**config.mk**
```make
export PLATFORM = sky130hd
export DESIGN_NAME = sdmac_cmd_ctrl
export DESIGN_NICKNAME = d
export VERILOG_FILES = /design/src/common/sdmac_pkg.sv /design/src/sdmac_addr_mux.sv /design/src/sdmac_wait_timer.sv /design/src/sdmac_cmd_ctrl.sv
export SDC_FILE = /design/constraint.sdc
export NUM_CORES = 1
export LEC_CHECK = 0
export BUFFER_PORTS_ARGS = -buffer_cell sky130_fd_sc_hd__buf_2
export CAP_MARGIN = 20
export CORE_UTILIZATION = 34
export CTS_CLUSTER_SIZE = 20
export DETAILED_ROUTE_END_ITERATION = 16
export GPL_TIMING_DRIVEN = 0
export SLEW_MARGIN = 15
export SYNTH_ARGS = -nofsm -noshare
export SYNTH_HDL_FRONTEND = slang
export SYNTH_HIERARCHICAL = 1
export SYNTH_SLANG_ARGS = --single-unit
export TNS_END_PERCENT = 1
```
**constraint.sdc**
```tcl
create_clock -name clk -period 2.9 [get_ports clk]
set_input_delay 0.435 -clock clk [delete_from_list [all_inputs] [get_ports clk]]
set_output_delay 0.435 -clock clk [all_outputs]
set_load 0.02 [all_outputs]
```
**src/common/sdmac_pkg.sv**
```systemverilog
// Constants and types shared by the SDRAM command and address block
package sdmac_pkg;

    // Port width codes on the port width field
    localparam logic [1:0] PW_32 = 2'h0;
    localparam logic [1:0] PW_8  = 2'h1;
    localparam logic [1:0] PW_16 = 2'h2;

    // Logical address shift per port width
    localparam logic [1:0] SH_8  = 2'h0;
    localparam logic [1:0] SH_16 = 2'h1;
    localparam logic [1:0] SH_32 = 2'h2;

    // Widths
    localparam int LA_W    = 28;
    localparam int PA_W    = 14;
    localparam int UP_W    = 6;
    localparam int WAIT_W  = 4;
    localparam int OPTB_W  = 8;
    localparam int BLEN_W  = 9;
    localparam int LAT_W   = 3;

    // Row, column and upper field positions in the shifted logical address
    localparam int ROW_HI_MSB = 21;
    localparam int ROW_HI_LSB = 19;
    localparam int ROW_AP     = 18;
    localparam int ROW_LO_MSB = 17;
    localparam int ROW_LO_LSB = 8;
    localparam int COL_MSB    = 7;
    localparam int UP_LSB     = 22;

    // Mode register op-code image
    localparam logic       OP_WB_SINGLE = 1'h1;
    localparam logic [1:0] OP_MODE_STD  = 2'h0;
    localparam logic       OP_BT_SEQ    = 1'h0;
    localparam logic [2:0] OP_BL_FULL   = 3'h7;

    // Burst lengths per burst length field code
    localparam logic [8:0] BL_2    = 9'h002;
    localparam logic [8:0] BL_4    = 9'h004;
    localparam logic [8:0] BL_8    = 9'h008;
    localparam logic [8:0] BL_PAGE = 9'h100;

    // Strobe pin codes {row, column, write enable}, low active
    localparam logic [2:0] PC_NOP   = 3'h7;
    localparam logic [2:0] PC_ACT   = 3'h3;
    localparam logic [2:0] PC_RW_RD = 3'h5;
    localparam logic [2:0] PC_RW_WR = 3'h4;
    localparam logic [2:0] PC_BTERM = 3'h6;
    localparam logic [2:0] PC_PRE   = 3'h2;
    localparam logic [2:0] PC_REF   = 3'h1;
    localparam logic [2:0] PC_LOAD  = 3'h0;

    // Address phases
    localparam logic [1:0] PH_ROW  = 2'h0;
    localparam logic [1:0] PH_COL  = 2'h1;
    localparam logic [1:0] PH_MODE = 2'h2;

    // Requested commands
    typedef enum logic [2:0] {
        SDMAC_NOP   = 3'h0,
        SDMAC_ACT   = 3'h1,
        SDMAC_READ  = 3'h2,
        SDMAC_WRITE = 3'h3,
        SDMAC_BTERM = 3'h4,
        SDMAC_PRE   = 3'h5,
        SDMAC_REF   = 3'h6
    } sdmac_cmd_t;

    // Sequencer states, one-hot
    typedef enum logic [1:0] {
        ST_READY = 2'b01,
        ST_WAIT  = 2'b10
    } sdmac_state_t;

    // Shift of the logical address for a port width
    function automatic logic [1:0] sdmac_shift(input logic [1:0] pw);
        logic [1:0] s;
        s = SH_32;
        if (pw == PW_8) begin
            s = SH_8;
        end else if (pw == PW_16) begin
            s = SH_16;
        end
        return s;
    endfunction

endpackage

```
**src/sdmac_addr_mux.sv**
```systemverilog
// Row, column and mode image multiplexer onto the SDRAM address pins
`timescale 1ns/1ns
`default_nettype none
module sdmac_addr_mux
    import sdmac_pkg::*;
(
    // Configuration
    input  wire logic [1:0]      portWidthField,
    input  wire logic [1:0]      burstTimingField,
    // Address source
    input  wire logic [1:0]      phase,
    input  wire logic [LA_W-1:0] logicalAddr,
    // Pin images
    output logic      [PA_W-1:0] pinAddr,
    output logic                 pinAp,
    output logic      [UP_W-1:0] upperAddr
);
    logic [LA_W-1:0] shifted;
    logic [9:0]      opCode;

    // Logical address aligned to the port width
    assign shifted = logicalAddr >> sdmac_shift(portWidthField);
    // Spare upper bits for extra row or bank use
    assign upperAddr = shifted[UP_LSB +: UP_W];
    // Mode register op-code with latency field plus one
    assign opCode = {OP_WB_SINGLE, OP_MODE_STD, {1'b0, burstTimingField} + 3'h1, OP_BT_SEQ, OP_BL_FULL};

    // Phase selection
    always_comb begin
        pinAddr = '0;
        pinAp   = 1'b0;
        if (phase == PH_ROW) begin
            pinAddr[13:11] = shifted[ROW_HI_MSB:ROW_HI_LSB];
            pinAddr[10]    = shifted[ROW_AP];
            pinAddr[9:0]   = shifted[ROW_LO_MSB:ROW_LO_LSB];
            pinAp          = shifted[ROW_AP];
        end else if (phase == PH_COL) begin
            pinAddr[7:0] = shifted[COL_MSB:0];
        end else begin
            pinAddr[9:0] = opCode;
        end
    end
endmodule
`default_nettype wire

```
**src/sdmac_wait_timer.sv**
```systemverilog
// Down counter that times wait states after row commands
`timescale 1ns/1ns
`default_nettype none
module sdmac_wait_timer
    import sdmac_pkg::*;
(
    // Clock and reset
    input  wire logic              clk,
    input  wire logic              arst_n,
    input  wire logic              clkEn,
    // Control
    input  wire logic              start,
    input  wire logic [WAIT_W-1:0] loadValue,
    // Status
    output logic                   lastCycle
);
    logic [WAIT_W-1:0] count;
    logic [WAIT_W-1:0] next_count;

    // Count down to zero
    always_comb begin
        next_count = count;
        if (start) begin
            next_count = loadValue;
        end else if (count != '0) begin
            next_count = count - WAIT_W'(1);
        end
    end

    // Count register
    always_ff @(posedge clk or negedge arst_n) begin
        if (!arst_n) begin
            count <= '0;
        end else if (clkEn) begin
            count <= next_count;
        end
    end

    assign lastCycle = (count == WAIT_W'(1));
endmodule
`default_nettype wire

```
**src/sdmac_cmd_ctrl.sv**
```systemverilog
// SDRAM command encoder and Mode-1 address sequencer
// Function
// - Wait states follow precharge and active commands.
// - New burst timing applies without new load-mode.
// - New burst length applies to later transfers.
// - Option B field used only with external acknowledge.
// - Row and column phases share address pins.
// - 8-bit port row, column, mode mapping.
// - 16-bit port row, column, mode mapping.
// - 32-bit port row, column, mode mapping.
// - Upper three pins zero in column phase.
// - Spare upper logical bits for rows or banks.
// - Commands presented with chip select low.
// - Strobe pins carry row, column, write, A10/AP.
// - Inhibit has select high; NOP strobes high.
// - Active encoding with row A10 on AP.
// - Read encoding with AP low.
// - Write encoding with AP low.
// - Burst terminate encoding.
// - Precharge encoding with AP high.
// - Refresh encoding.
// - Load-mode encoding with op-code on address.
// - Load-mode issued when valid bit is set.
// - Op-code: single writes, sequential, full page.
`timescale 1ns/1ns
`default_nettype none
module sdmac_cmd_ctrl
    import sdmac_pkg::*;
(
    // Clock and reset
    input  wire logic              clk,
    input  wire logic              arst_n,
    input  wire logic              clkEn,
    // Chip select configuration
    input  wire logic              sdramMode,
    input  wire logic              validBit,
    input  wire logic [1:0]        portWidthField,
    input  wire logic [1:0]        burstTimingField,
    input  wire logic [1:0]        burstLengthField,
    input  wire logic [WAIT_W-1:0] waitField,
    input  wire logic              externalTransferAckEnable,
    input  wire logic [OPTB_W-1:0] optionBField,
    // Command request
    input  wire logic              cmdValid,
    input  wire sdmac_cmd_t        cmdCode,
    input  wire logic [LA_W-1:0]   cmdAddr,
    // Request status
    output logic                   cmdReady,
    output logic                   loadModeDone,
    output logic                   readDataStrobe,
    output logic      [BLEN_W-1:0] burstCycles,
    output logic      [OPTB_W-1:0] effectiveOptionB,
    // SDRAM pins
    output logic                   chipSelect_n,
    output logic                   columnStrobe3Pin_n,
    output logic                   columnStrobe2Pin_n,
    output logic                   columnStrobe1Pin_n,
    output logic                   columnStrobe0Pin_n,
    output logic      [PA_W-1:0]   sdramAddr,
    output logic      [UP_W-1:0]   upperAddr
);
    sdmac_state_t    state;
    sdmac_state_t    next_state;
    logic            validPrev;
    logic            loadPend;
    logic            next_loadPend;
    logic            next_cmdReady;
    logic            next_loadModeDone;
    logic            next_readDataStrobe;
    logic [BLEN_W-1:0] next_burstCycles;
    logic [OPTB_W-1:0] next_effectiveOptionB;
    logic            next_chipSelect_n;
    logic [2:0]      strobes;
    logic [2:0]      next_strobes;
    logic            apPin;
    logic            next_apPin;
    logic [PA_W-1:0] next_sdramAddr;
    logic [UP_W-1:0] next_upperAddr;
    logic [LAT_W-1:0] latCount;
    logic [LAT_W-1:0] next_latCount;
    logic            accept;
    logic            timerStart;
    logic            timerLast;
    logic [1:0]      phase;
    logic [PA_W-1:0] muxAddr;
    logic            muxAp;
    logic [UP_W-1:0] muxUpper;
    logic            loadNow;

    // Request handshake and load-mode slot
    assign accept  = cmdValid && cmdReady && (state == ST_READY);
    assign loadNow = loadPend && !accept && (state == ST_READY);

    // Address phase from the command in progress
    always_comb begin
        phase = PH_COL;
        if (loadNow) begin
            phase = PH_MODE;
        end else if (cmdCode == SDMAC_ACT) begin
            phase = PH_ROW;
        end
    end

    sdmac_addr_mux u_addr_mux (
        .portWidthField   (portWidthField),
        .burstTimingField (burstTimingField),
        .phase            (phase),
        .logicalAddr      (cmdAddr),
        .pinAddr          (muxAddr),
        .pinAp            (muxAp),
        .upperAddr        (muxUpper)
    );

    // Wait states only after row commands with a nonzero field
    assign timerStart = accept && (waitField != '0)
                        && (cmdCode == SDMAC_ACT || cmdCode == SDMAC_PRE);

    sdmac_wait_timer u_wait_timer (
        .clk       (clk),
        .arst_n    (arst_n),
        .clkEn     (clkEn),
        .start     (timerStart),
        .loadValue (waitField),
        .lastCycle (timerLast)
    );

    // Sequencer and pin encoding
    always_comb begin
        next_state        = state;
        next_chipSelect_n = 1'b1;
        next_strobes      = PC_NOP;
        next_apPin        = 1'b1;
        next_sdramAddr    = sdramAddr;
        next_upperAddr    = upperAddr;
        next_loadModeDone = 1'b0;
        next_burstCycles  = burstCycles;
        next_loadPend     = (loadPend && !loadNow) || (validBit && !validPrev && sdramMode);
        unique case (state)
            ST_READY: begin
                if (accept) begin
                    next_chipSelect_n = 1'b0;
                    next_sdramAddr    = muxAddr;
                    unique case (cmdCode)
                        SDMAC_ACT: begin
                            next_strobes   = PC_ACT;
                            next_apPin     = muxAp;
                            next_upperAddr = muxUpper;
                        end
                        SDMAC_READ: begin
                            next_strobes     = PC_RW_RD;
                            next_apPin       = 1'b0;
                            next_burstCycles = burstLen(burstLengthField);
                        end
                        SDMAC_WRITE: begin
                            next_strobes     = PC_RW_WR;
                            next_apPin       = 1'b0;
                            next_burstCycles = burstLen(burstLengthField);
                        end
                        SDMAC_BTERM: begin
                            next_strobes = PC_BTERM;
                        end
                        SDMAC_PRE: begin
                            next_strobes = PC_PRE;
                            next_apPin   = 1'b1;
                        end
                        SDMAC_REF: begin
                            next_strobes = PC_REF;
                        end
                        default: begin
                            next_strobes = PC_NOP;
                        end
                    endcase
                    if (timerStart) begin
                        next_state = ST_WAIT;
                    end
                end else if (loadNow) begin
                    next_chipSelect_n = 1'b0;
                    next_strobes      = PC_LOAD;
                    next_apPin        = 1'b0;
                    next_sdramAddr    = muxAddr;
                    next_loadModeDone = 1'b1;
                end
            end
            ST_WAIT: begin
                next_chipSelect_n = 1'b0;
                next_strobes      = PC_NOP;
                if (timerLast) begin
                    next_state = ST_READY;
                end
            end
            default: begin
                next_state = ST_READY;
            end
        endcase
        next_cmdReady = (next_state == ST_READY) && !next_loadPend && sdramMode;
    end

    // Read latency from the live timing field
    always_comb begin
        next_latCount = latCount;
        if (accept && cmdCode == SDMAC_READ) begin
            next_latCount = {1'b0, burstTimingField} + LAT_W'(1);
        end else if (latCount != '0) begin
            next_latCount = latCount - LAT_W'(1);
        end
        next_readDataStrobe = (latCount == LAT_W'(1));
    end

    // Option B gating
    always_comb begin
        next_effectiveOptionB = '0;
        if (externalTransferAckEnable) begin
            next_effectiveOptionB = optionBField;
        end
    end

    // Burst length decode
    function automatic logic [BLEN_W-1:0] burstLen(input logic [1:0] code);
        logic [BLEN_W-1:0] len;
        len = BL_PAGE;
        if (code == 2'h0) begin
            len = BL_2;
        end else if (code == 2'h1) begin
            len = BL_4;
        end else if (code == 2'h2) begin
            len = BL_8;
        end
        return len;
    endfunction

    // State and output registers
    always_ff @(posedge clk or negedge arst_n) begin
        if (!arst_n) begin
            state            <= ST_READY;
            validPrev        <= 1'b0;
            loadPend         <= 1'b0;
            cmdReady         <= 1'b0;
            loadModeDone     <= 1'b0;
            readDataStrobe   <= 1'b0;
            burstCycles      <= BL_PAGE;
            effectiveOptionB <= '0;
            chipSelect_n     <= 1'b1;
            strobes          <= PC_NOP;
            apPin            <= 1'b1;
            sdramAddr        <= '0;
            upperAddr        <= '0;
            latCount         <= '0;
        end else if (clkEn) begin
            state            <= next_state;
            validPrev        <= validBit;
            loadPend         <= next_loadPend;
            cmdReady         <= next_cmdReady;
            loadModeDone     <= next_loadModeDone;
            readDataStrobe   <= next_readDataStrobe;
            burstCycles      <= next_burstCycles;
            effectiveOptionB <= next_effectiveOptionB;
            chipSelect_n     <= next_chipSelect_n;
            strobes          <= next_strobes;
            apPin            <= next_apPin;
            sdramAddr        <= next_sdramAddr;
            upperAddr        <= next_upperAddr;
            latCount         <= next_latCount;
        end
    end

    // Strobe pin assignment
    assign columnStrobe3Pin_n = strobes[2];
    assign columnStrobe2Pin_n = strobes[1];
    assign columnStrobe1Pin_n = strobes[0];
    assign columnStrobe0Pin_n = apPin;
endmodule
`default_nettype wire

```
## Yosys cells after proc, flatten, opt, wreduce, memory -nomap -nowiden

Cells that the tools add are included.

| operators by class | value |
|---|---|
| reductions and logical operators | 32 |
| $add $sub $neg | 3 |
| equality and inequality tests | 16 |
| multiplexer cells | 36 |
| shift operators | 1 |

Operator list:

| cell | count |
|---|---|
| 2-to-1 mux 14 bit | 2 |
| right shift 28 x 2 -> 28 bit | 1 |
| 2-to-1 mux 9 bit | 3 |
| one-hot mux 3 bit (6 select lines) | 1 |
| 2-to-1 mux 8 bit | 2 |
| 2-to-1 mux 3 bit | 5 |
| 2-to-1 mux 2 bit | 7 |
| logical AND 1 bit | 12 |
| 2-to-1 mux 4 bit | 3 |
| equality test 2 x 1 -> 1 bit (second input constant) | 5 |
| 2-to-1 mux 10 bit | 1 |
| equality test 3 bit (second input constant) | 3 |
| 2-to-1 mux 1 bit | 9 |
| AND reduction 4 bit | 2 |
| nonzero test 4 bit | 2 |
| equality test 2 bit (second input constant) | 3 |
| equality test 3 x 1 -> 1 bit (second input constant) | 2 |
| equality test 3 x 2 -> 1 bit (second input constant) | 2 |
| nonzero test 2 bit | 3 |
| equality test 4 x 1 -> 1 bit (second input constant) | 1 |
| zero test 1 bit | 4 |
| zero test 2 bit | 2 |
| one-hot mux 1 bit (2 select lines) | 2 |
| one-hot mux 2 bit (2 select lines) | 1 |
| other kinds (8) | 10 |

| word-level totals | value |
|---|---|
| output and inout port bits | 45 |
| flip-flop bits (word level) | 56 |
| input bits | 56 |

## Depth between registers and ports, before layout

Gate-level depths: netlist of the first run.

| depth | value |
|---|---|
| depth after elaboration | 11 |
| mapped depth | 11 |
| depth with buffers taken out | 11 |

## Hierarchy

Netlist of the first run, hierarchy kept.

Modules (own cells, without submodules):

| module | seq. area each (um^2) | times used | cells each | area each (um^2) |
|---|---|---|---|---|
| sdmac_cmd_ctrl | 1184.9 | 1 | 197 | 2230.9 |
| sdmac_addr_mux | 0.0 | 1 | 91 | 840.8 |
| sdmac_wait_timer | 100.1 | 1 | 33 | 319.1 |

## Least setup slack after synthesis of the first run

No wires, ideal clock.

| path | value |
|---|---|
| path type | register -> register |
| start point | reg state[0] |
| end point | reg sdramAddr[0] |
| buffers on the path | 0 |
| path slack | 0.733 ns |
| setup time | 0.125 ns |
| stages on the path, launching flop included | 9 |
| arrival time | 2.042 ns |
| cells stage by stage | dfstp_2 > ha_1 > nand3_1 > inv_1 > nor2_1 > or2_2 > o221ai_1 > a21bo_2 > mux2_2 |

| on the way | value |
|---|---|
| cells in the longest elaborated chain, start to end | 11 |

RTL lines:

| item | line | text |
|---|---|---|
| start, declared | sdmac_cmd_ctrl.sv:62 | `sdmac_state_t state;` |
| start signal, assigned | sdmac_cmd_ctrl.sv:249 | `state <= next_state;` |
| equality test 2 x 1 -> 1 bit (*) | sdmac_cmd_ctrl.sv:91, sdmac_cmd_ctrl.sv:92 |  |
| logical AND 1 bit | sdmac_cmd_ctrl.sv:91 | `assign accept = cmdValid && cmdReady && (state == ST_READY);` |
| zero test 1 bit | sdmac_cmd_ctrl.sv:92 | `assign loadNow = loadPend && !accept && (state == ST_READY);` |
| logical AND 1 bit | sdmac_cmd_ctrl.sv:92 |  |
| logical AND 1 bit (*) | sdmac_cmd_ctrl.sv:92 |  |
| named net loadNow | sdmac_cmd_ctrl.sv:88 | `logic loadNow;` |
| 2-to-1 mux 2 bit (*) | sdmac_cmd_ctrl.sv:97 | `if (loadNow) begin` |
| named net phase[0] | sdmac_cmd_ctrl.sv:84 | `logic [1:0] phase;` |
| equality test 2 x 1 -> 1 bit | sdmac_addr_mux.sv:37 | `end else if (phase == PH_COL) begin` |
| 2-to-1 mux 8 bit | sdmac_addr_mux.sv:37 |  |
| 2-to-1 mux 10 bit (*) | sdmac_addr_mux.sv:32 | `if (phase == PH_ROW) begin` |
| named net muxAddr[0] | sdmac_cmd_ctrl.sv:85 | `logic [PA_W-1:0] muxAddr;` |
| 2-to-1 mux 14 bit | sdmac_cmd_ctrl.sv:176 | `end else if (loadNow) begin` |
| 2-to-1 mux 14 bit (*) | sdmac_cmd_ctrl.sv:140 | `if (accept) begin` |
| end signal, assigned | sdmac_cmd_ctrl.sv:260 | `sdramAddr <= next_sdramAddr;` |
| end, declared | sdmac_cmd_ctrl.sv:59 | `output logic [PA_W-1:0] sdramAddr,` |

Mark *: on every way through the listed nets, which the timed path passes. The rest lies on a longest branch. The select of a mux whose other input is x is not followed.
A chain may end at the register's enable or synchronous reset.

## Final worst setup path of the first run

| path | value |
|---|---|
| start point | reg state[1] |
| end point | reg sdramAddr[0] |

The elaborated chain is that of the path after synthesis.

==> results.json, run 1 <==
{
  "clock-sinks": 51,
  "hp-class": "in -> async",
  "start_kind": "register",
  "slew_viol_final": 0,
  "layout.nets": 493,
  "grt_pass1_vias": 2744,
  "fin_crit_ps": 2603,
  "endpoint_kind": "register",
  "clkSlewWorstSetupHoldPaths_ps": 100,
  "drc": 0,
  "grt-ovfl-total": 0,
  "fmax_ghz": 0.3841,
  "crit_family": "simple AND/OR/NAND/NOR gates",
  "peakVddDrop_v": 0.0003074,
  "setup-tns-final_ps": 0,
  "cts_tree": "built",
  "synth.yosys.seq_area_share_pct": 37.90,
  "insertedDiodeCount": 0,
  "intPower_mw": 1.920,
  "synth_cells": 321,
  "max_stage_delay_ps": 440,
  "critPathKind": "reg -> reg",
  "worstPathMaxFanout": 7,
  "p_per_area_mw_per_mm2": 756.8,
  "crit_top_cell": "inv_1",
  "finalCritPeriodShare_pct": 89.77,
  "finalHoldViolations": 0,
  "ys.flop_type": "dfrtp_1",
  "run_status": "complete, no violations",
  "drt-total-wl_um": 8309,
  "synth_top_cell_by_area": "dfrtp_1",
  "first_pass_iters": 4,
  "synth_area_mm2": 0.003391,
  "port_buffers": 94,
  "rows": 36,
  "drtIter0Drc": 82,
  "p_leak_nw": 1.992,
  "cts_resized": 0,
  "power_mw": 3.151,
  "clockPowerShare_pct": 16.5,
  "crit_required_ps": 3080,
  "slew_headroom_pct": 54.73,
  "cts_made_buffers": 5,
  "cp.depth": 9,
  "r2r-end": "sdramAddr[0]$_DFFE_PN0P_",
  "p_switching_mw": 1.230,
  "cp_slowest_cell": "nor2b_1",
  "maxCapViolCount": 0,
  "hold_buffers": 0,
  "reg2reg_from": "state[1]$_DFFE_PN0P_",
  "insertion_delay_ps": 300,
  "path_buf_inv": 2,
  "worst_pin_slew_ps": 679.1,
  "detail-route-antenna-nets": 0,
  "routabilityCongestion": 0.8499,
  "r2r_slack_ps": 300,
  "via_per_inst": 5.082,
  "grt_use_total_pct": 16.61,
  "antenna_found_initial": 0,
  "p_seq_share_pct": 36.3,
  "die_area_mm2": 0.01038,
  "setup_violations": 0,
  "grt_max_degree": 52,
  "post_synth_main_area_contributors": "dfrtp_1 32%, mux2_2 9.0%, mux2i_1 6.2%",
  "drive_above_1_share_pct": 40.52,
  "synth_top_area_share_pct": 32.47,
  "hpwlAfterDp_um": 6400,
  "num_io_pins": 101,
  "htree_levels": 2,
  "rsz0062_at_grt": "false",
  "core_mm2": 0.009729,
  "fin_skew_ps": 14.65,
  "ys_ff_latch": 51,
  "fp.dieH_um": 101.9,
  "root_buffer": "clkbuf_8",
  "path_cells": "inv_1, ha_1, nand3_1, inv_1, nor2_1, nor2b_1, a22oi_1, a21bo_2, mux2_2",
  "start_util_pct": 34.85,
  "area_growth_pct": 22.77,
  "crit_start": "state[1]$_DFFE_PN0P_",
  "dieWidth_um": 101.9,
  "syn_area_per_cell_um2": 10.56,
  "postCtsSetupRepairBufs": 0,
  "synth_edf_count": 0,
  "worst_ep_arrival_time_ps": 2790,
  "wire_per_inst_um": 14.84,
  "grt_first_pass_wirelength_um": 13430,
  "swShare_pct": 39.06,
  "comb_power_share_pct": 47.2,
  "synth_cell_types": 67,
  "synthArstFlopShare_pct": 100.0,
  "ys_warn_count": 6,
  "timing.hold.ws_ps": 169.9,
  "vias": 2846,
  "worstRegToRegCells": 9,
  "clock_path_buffers": 2
}
==> synth_stat cells (5+ instances only) <==
master     n
a21oi_1   12
buf_4      8
dfrtp_1   44
dfstp_2    7
ha_1      11
inv_1     26
mux2_2    27
mux2i_1   21
mux4_2     6
nand2_1   14
nand3_1   15
nand3b_1   5
nor2_1    13
nor2b_1    6
o21ai_0   18
==> flip-flops by register name, indices dropped and copies added, names as in the netlist <==
signal / flops
chipSelect_n: 1
strobes: 3
latCount: 3
readDataStrobe: 1
sdramAddr: 14
columnStrobe0Pin_n: 1
state: 2
validPrev: 1
cmdReady: 1
loadPend: 1
loadModeDone: 1
effectiveOptionB: 8
burstCycles: 4
u_wait_timer/count: 4
upperAddr: 6
==> power by group through the flow <==
stage / combinational, mW / sequential [mW] / clock [mW]
5_1_grt: 1.64 / 1.18 / 0.571
3_5_place_dp: 1.49 / 1.16 / 0
4_1_cts: 1.50 / 1.15 / 0.550
6_report: 1.49 / 1.14 / 0.521
3_3_place_gp: 1.47 / 1.15 / 0
2_1_floorplan: 0.808 / 1.38 / 0
==> how the worst max path moves through the flow <==
stage | to
finish | sdramAddr[0]$_DFFE_PN0P_
global route | sdramAddr[0]$_DFFE_PN0P_
CTS | sdramAddr[0]$_DFFE_PN0P_
detailed placement | sdramAddr[0]$_DFFE_PN0P_
global placement | sdramAddr[0]$_DFFE_PN0P_
floorplan | sdramAddr[0]$_DFFE_PN0P_
==> routing by layer <==
layer / part of all wire, % / global-route usage (%) / vias to the layer above
met5: 0 / 0 / -
met4: 0.43 / 3.516 / 0
met3: 4.8 / 2.941 / 4
met2: 49 / 29.31 / 91
met1: 45 / 21.32 / 1389
li1: - / - / 1362
==> cells by family (layout without fill, tap and decap cells) <==
kind of cell	after synthesis	after routing	share of synthesized area, %
and+or+nand+nor	85	85	14.43
AOI/OAI and AO/OA	65	65	13.32
muxes	59	59	22.36
DFF	51	51	37.90
buffers and inverters	49	151	7.822
adders and majority gates	11	11	4.059
other	1	5	0.1106
==> layout make-up <==
cell class	instances	area (µm²)
plain buffers	22	163.9
repair buffers	94	473.0
fillers	1008	5567
inverters	27	101.3
well taps	133	166.4
flip-flops and latches	51	1285
multi-input cells	225	1856
clock buffers	6	82.58
clock inverters	2	35.03
==> per-stage QoR <==
stage	worst slack [ps]	area (µm²)	cells	utilization [%]
finish	296.6	4163	560	42.79
global route	72.94	4163	560	42.79
CTS	364.8	4163	560	42.79
detailed placement	376.2	4045	552	41.58
global placement	425.7	4043	552	41.55
floorplan	732.9	3406	325	-
==> placed cells by master, fill, tap and decap left out, types with 12 or more instances in the layout <==
master,n
a21oi_1,12
buf_2,97
dfrtp_1,44
inv_1,26
mux2_2,27
mux2i_1,21
nand2_1,14
nand3_1,15
nor2_1,13
o21ai_0,18
Note: power is estimated with default switching activity, not from simulation.
==> run 2, diff against run 1 <==
--- a/config.mk
+++ b/config.mk
@@ -5,11 +5,11 @@
 export SDC_FILE = /design/constraint.sdc
 export NUM_CORES = 1
 export LEC_CHECK = 0
-export BUFFER_PORTS_ARGS = -buffer_cell sky130_fd_sc_hd__buf_2
 export CAP_MARGIN = 20
 export CORE_UTILIZATION = 34
 export CTS_CLUSTER_SIZE = 20
 export DETAILED_ROUTE_END_ITERATION = 16
+export DONT_BUFFER_PORTS = 1
 export GPL_TIMING_DRIVEN = 0
 export SLEW_MARGIN = 15
 export SYNTH_ARGS = -nofsm -noshare
==> results.json, run 2 (synthesis results as in run 1) <==
{
  "insertedDiodeCount": 0,
  "antenna_found_initial": 0,
  "die_area_mm2": 0.01038,
  "run_status": "complete, no violations",
  "root_buffer": "clkbuf_8",
  "r2r_slack_ps": 330,
  "placed_area_mm2": 0.003572,
  "p_leak_nw": 1.612,
  "reg_top3": "sdramAddr: 14 flops, effectiveOptionB: 8 flops, upperAddr: 6 flops",
  "grt-ovfl-total": 0,
  "crit_required_ps": 3100,
  "htree_levels": 2,
  "clkSlewWorstSetupHoldPaths_ps": 90,
  "grt_use_total_pct": 15.98,
  "clock_path_buffers": 2,
  "grt_first_pass_wirelength_um": 12680,
  "finalCritPeriodShare_pct": 88.78,
  "finalNonFillerCells": 468,
  "hp-class": "in -> reg",
  "clock-sinks": 51,
  "reg2reg_from": "state[1]$_DFFE_PN0P_",
  "intPower_mw": 1.753,
  "peakVddDrop_v": 0.0004559,
  "fin_skew_ps": 12.44,
  "regMostFlops": "sdramAddr",
  "hpwlAfterDp_um": 6213,
  "cts_made_buffers": 5,
  "dieWidth_um": 101.9,
  "hold_path_depth": 2,
  "setup-tns-final_ps": 0,
  "grt_max_degree": 52,
  "drt-total-wl_um": 7994,
  "final_area_mm2": 0.003722,
  "p_switching_mw": 1.169,
  "finalHoldViolations": 0,
  "cts_resized": 0,
  "largest_register_ffs": 14,
  "ff_latch_area_mm2": 0.001285,
  "vias": 2487,
  "nFillCells": 988,
  "start_kind": "register",
  "port_buffers": 0,
  "worstRegToRegCells": 9,
  "grt_pass1_vias": 2511,
  "fin_crit_ps": 2575,
  "final_cell_mix": "44 x dfrtp_1, 27 x mux2_2, 26 x inv_1",
  "setup_violations": 0,
  "holdPathEnd": "burstCycles[8]$_DFFE_PN1P_",
  "multi_input_comb_area_mm2": 0.001856,
  "endpoint_kind": "register",
  "first_pass_iters": 4,
  "drtIter0Drc": 48,
  "comb_power_share_pct": 33.9,
  "rows": 36,
  "fmax_ghz": 0.3884,
  "layout_commonest_cell": "dfrtp_1",
  "maxCapViolCount": 0,
  "num_io_pins": 101,
  "detail-route-antenna-nets": 0,
  "area_growth_pct": 9.779,
  "layout.nets": 401,
  "cts_tree": "built",
  "clockPowerShare_pct": 17.1,
  "hp-start": "burstLengthField[1]",
  "critPathKind": "reg -> reg",
  "drc": 0,
  "via_per_inst": 5.314,
  "worst_ep_arrival_time_ps": 2770,
  "core_mm2": 0.009729,
  "r2r-end": "sdramAddr[0]$_DFFE_PN0P_",
  "swShare_pct": 40.01,
  "worst_pin_slew_ps": 554.8,
  "rsz0062_at_grt": "false",
  "slew_headroom_pct": 62.87,
  "p_seq_share_pct": 48.9,
  "insertion_delay_ps": 310,
  "routabilityCongestion": 0.8280,
  "p_per_area_mw_per_mm2": 785.1,
  "worstPathMaxFanout": 7,
  "start_util_pct": 34.85,
  "drive_above_1_share_pct": 23.88,
  "fp.dieH_um": 101.9,
  "slew_viol_final": 0,
  "placed_cells": 458,
  "wire_per_inst_um": 17.08,
  "final_util_pct": 38.26
}
[run 2: cell types whose count changed in the layout (fill, tap and decap cells not counted), sizes merged]
cell | before | now
buf | 112 | 19
clkbuf | 10 | 9
dlygate4sd3 | 0 | 1
clkinv | 2 | 3
[run 2: how the worst max path moves through the flow]
| stage | startpoint | to | slack (ps) | depth (start not counted) |
|---|---|---|---|---|
| after global routing | state[1]$_DFFE_PN0P_ | sdramAddr[0]$_DFFE_PN0P_ | 130 | 9 |
| after floorplan | state[0]$_DFFE_PN1P_ | sdramAddr[0]$_DFFE_PN0P_ | 730 | 8 |
| final | state[1]$_DFFE_PN0P_ | sdramAddr[0]$_DFFE_PN0P_ | 330 | 9 |
| after CTS | state[1]$_DFFE_PN0P_ | sdramAddr[0]$_DFFE_PN0P_ | 340 | 9 |
| after detailed placement | state[1]$_DFFE_PN0P_ | sdramAddr[0]$_DFFE_PN0P_ | 350 | 9 |
| after global placement | state[1]$_DFFE_PN0P_ | sdramAddr[0]$_DFFE_PN0P_ | 440 | 9 |
[run 2: timing repair]
| action | 4_1_cts | 5_1_grt |
|---|---|---|
| hold endpoints to repair | 51 | 0 |
| buffers inserted | 0 | 0 |
| hold buffers | 2 | 0 |
[run 2: area by class of cell]
cell class,count,area share (%)
plain buffers,22,4.403
clock buffers,5,1.849
clock inverters,3,1.176
inverters,27,2.723
multi-input cells,225,49.85
flip-flops and latches,51,34.52
well taps,133,4.471
repair buffers,2,1.008
[run 2: layer usage]
metal	wire (µm)	up-vias	global-route usage (%)
li1	-	1181	-
met1	3289	1211	18.73
met2	3861	86	27.70
met3	748	9	5.882
met4	93	0	4.066
met5	0	-	0
[run 2: critical path: stages (launching register included)]
cell	delay (ps)
dfrtp_1	410
inv_1	60
ha_1	260
nand3_1	130
inv_1	80
nor2_1	400
nor2b_1	450
a22oi_1	190
a21bo_2	240
mux2_2	250
[run 2: through the flow]
| step | hold slack, ps | setup slack, ps | power [mW] |
|---|---|---|---|
| floorplan | 139.4 | 732.9 | 2.186 |
| finish | 249.8 | 325.3 | 2.923 |
| CTS | 247.0 | 341.0 | 2.966 |
| global route | 263.8 | 126.0 | 3.138 |
| detailed placement | 140.6 | 348.7 | 2.435 |
| global placement | 141.0 | 439.5 | 2.399 |
[run 2: power groups by stage]
stage	logic, mW	clock network [mW]	registers, mW
after floorplan	0.808	0	1.38
after global placement	0.945	0	1.45
after detailed placement	0.976	0	1.46
after CTS	1.00	0.519	1.45
after global routing	1.11	0.546	1.48
final	0.991	0.501	1.43
==> run 3, diff against run 2 <==
--- a/config.mk
+++ b/config.mk
@@ -5,7 +5,7 @@
 export SDC_FILE = /design/constraint.sdc
 export NUM_CORES = 1
 export LEC_CHECK = 0
-export CAP_MARGIN = 20
+export CORE_ASPECT_RATIO = 1.75
 export CORE_UTILIZATION = 34
 export CTS_CLUSTER_SIZE = 20
 export DETAILED_ROUTE_END_ITERATION = 16
==> constraint.sdc (replaced) <==
create_clock -name clk -period 2.9 [get_ports clk]
set_input_delay 0.29 -clock clk [delete_from_list [all_inputs] [get_ports clk]]
set_output_delay 0.29 -clock clk [all_outputs]
set_load 0.02 [all_outputs]
==> results.json, run 3 (synthesis results as in run 1) <==
{
  "run_status": "complete, no violations",
  "crit_start": "state[0]$_DFFE_PN1P_",
  "p_leak_nw": 1.619,
  "grt_first_pass_wirelength_um": 13100,
  "worstRegToRegCells": 8,
  "hp-start": "burstLengthField[1]",
  "routabilityCongestion": 0.8829,
  "layout_commonest_cell": "dfrtp_1",
  "detail-route-antenna-nets": 0,
  "insertion_delay_ps": 290,
  "finalNonFillerCells": 457,
  "root_buffer": "clkbuf_16",
  "port_buffers": 0,
  "num_io_pins": 101,
  "finalCritPeriodShare_pct": 89.84,
  "crit_required_ps": 3080,
  "die_area_mm2": 0.01039,
  "grt-ovfl-total": 0,
  "insertedDiodeCount": 0,
  "hpwlAfterDp_um": 6403,
  "drt-total-wl_um": 8107,
  "area_growth_pct": 10.07,
  "fp.dieH_um": 134.1,
  "crit_top_cell": "nor2_1",
  "setup_violations": 0,
  "worst_pin_slew_ps": 614.1,
  "hold_buffers": 2,
  "hp-class": "in -> reg",
  "p_per_area_mw_per_mm2": 804.3,
  "dieWidth_um": 77.49,
  "fin_crit_ps": 2605,
  "core_mm2": 0.009585,
  "final_cell_mix": "44 x dfrtp_1, 27 x mux2_2, 26 x inv_1",
  "via_per_inst": 5.394,
  "cts_tree": "built",
  "first_pass_iters": 4,
  "setup-tns-final_ps": 0,
  "rows": 47,
  "clkSlewWorstSetupHoldPaths_ps": 60,
  "critPathKind": "reg -> reg",
  "start_util_pct": 35.37,
  "cp_slowest_cell": "dfstp_2",
  "max_stage_delay_ps": 570,
  "largest_register_ffs": 14,
  "path_buf_inv": 1,
  "clock-sinks": 51,
  "fmax_ghz": 0.3838,
  "regMostFlops": "sdramAddr",
  "reg_top3": "sdramAddr: 14 flops, effectiveOptionB: 8 flops, upperAddr: 6 flops",
  "reg2reg_from": "state[0]$_DFFE_PN1P_",
  "crit_family": "simple AND/OR/NAND/NOR gates",
  "grt_max_degree": 52,
  "layout.nets": 401,
  "path_cells": "ha_1, nand3_1, inv_1, nor2_1, nor2_1, a22oi_1, a21bo_2, mux2_2",
  "drtIter0Drc": 93,
  "peakVddDrop_v": 0.0003039,
  "wire_per_inst_um": 17.74,
  "htree_levels": 2,
  "slew_viol_final": 0,
  "antenna_found_initial": 0,
  "finalHoldViolations": 0,
  "r2r_slack_ps": 290,
  "hold_path_depth": 2,
  "maxCapViolCount": 0,
  "start_kind": "register",
  "worstPathMaxFanout": 9,
  "clock_path_buffers": 2,
  "postCtsSetupRepairBufs": 0,
  "drc": 0,
  "grt_use_total_pct": 16.38,
  "endpoint_kind": "register",
  "r2r-end": "sdramAddr[0]$_DFFE_PN0P_",
  "drive_above_1_share_pct": 22.99,
  "slew_headroom_pct": 58.91,
  "grt_pass1_vias": 2700,
  "cp.depth": 8,
  "vias": 2465,
  "cts_made_buffers": 5,
  "holdPathEnd": "burstCycles[8]$_DFFE_PN1P_",
  "fin_skew_ps": 2.782,
  "cts_resized": 0,
  "rsz0062_at_grt": "false",
  "worst_ep_arrival_time_ps": 2780,
  "placed_cells": 447
}
[run 3: area by class of cell]
type | count | area (µm²)
Tap cell | 122 | 152.6
Clock buffer | 8 | 136.4
Sequential cell | 51 | 1285
Inverter | 27 | 101.3
Buffer | 22 | 163.9
Fill cell | 936 | 5853
Timing Repair Buffer | 2 | 37.54
Multi-Input combinational cell | 225 | 1856
[run 3: worst max path at each step]
| stage | to |
|---|---|
| 5_1_grt | sdramAddr[0]$_DFFE_PN0P_ |
| 2_1_floorplan | sdramAddr[0]$_DFFE_PN0P_ |
| 3_3_place_gp | sdramAddr[0]$_DFFE_PN0P_ |
| 4_1_cts | sdramAddr[0]$_DFFE_PN0P_ |
| 6_report | sdramAddr[0]$_DFFE_PN0P_ |
| 3_5_place_dp | sdramAddr[0]$_DFFE_PN0P_ |
[run 3: stage by stage]
stage | cell area [µm²] | utilization (%) | setup slack, ps | power (mW) | hold WS [ps]
after floorplan | 3406 | - | 732.9 | 2.186 | -5.591
after global placement | 3558 | 37.12 | 375.0 | 2.410 | -4.584
after detailed placement | 3558 | 37.12 | 353.8 | 2.442 | -4.637
after CTS | 3732 | 38.94 | 329.4 | 3.055 | 128.2
after global routing | 3732 | 38.94 | 128.2 | 3.217 | 138.2
final | 3732 | 38.94 | 294.7 | 3.002 | 122.9
[run 3: layer usage]
metal	up-vias	wire [µm]	GRT usage, %
li1	1176	-	-
met1	1177	2914	15.96
met2	96	4359	30.63
met3	16	558	4.626
met4	0	274	8.595
met5	-	0	0
[run 3: power by group]
group          internal [mW]  total [mW]  switching [mW]
Sequential             0.994        1.43           0.440
Combinational          0.505       0.994           0.489
Clock                  0.322       0.574           0.252
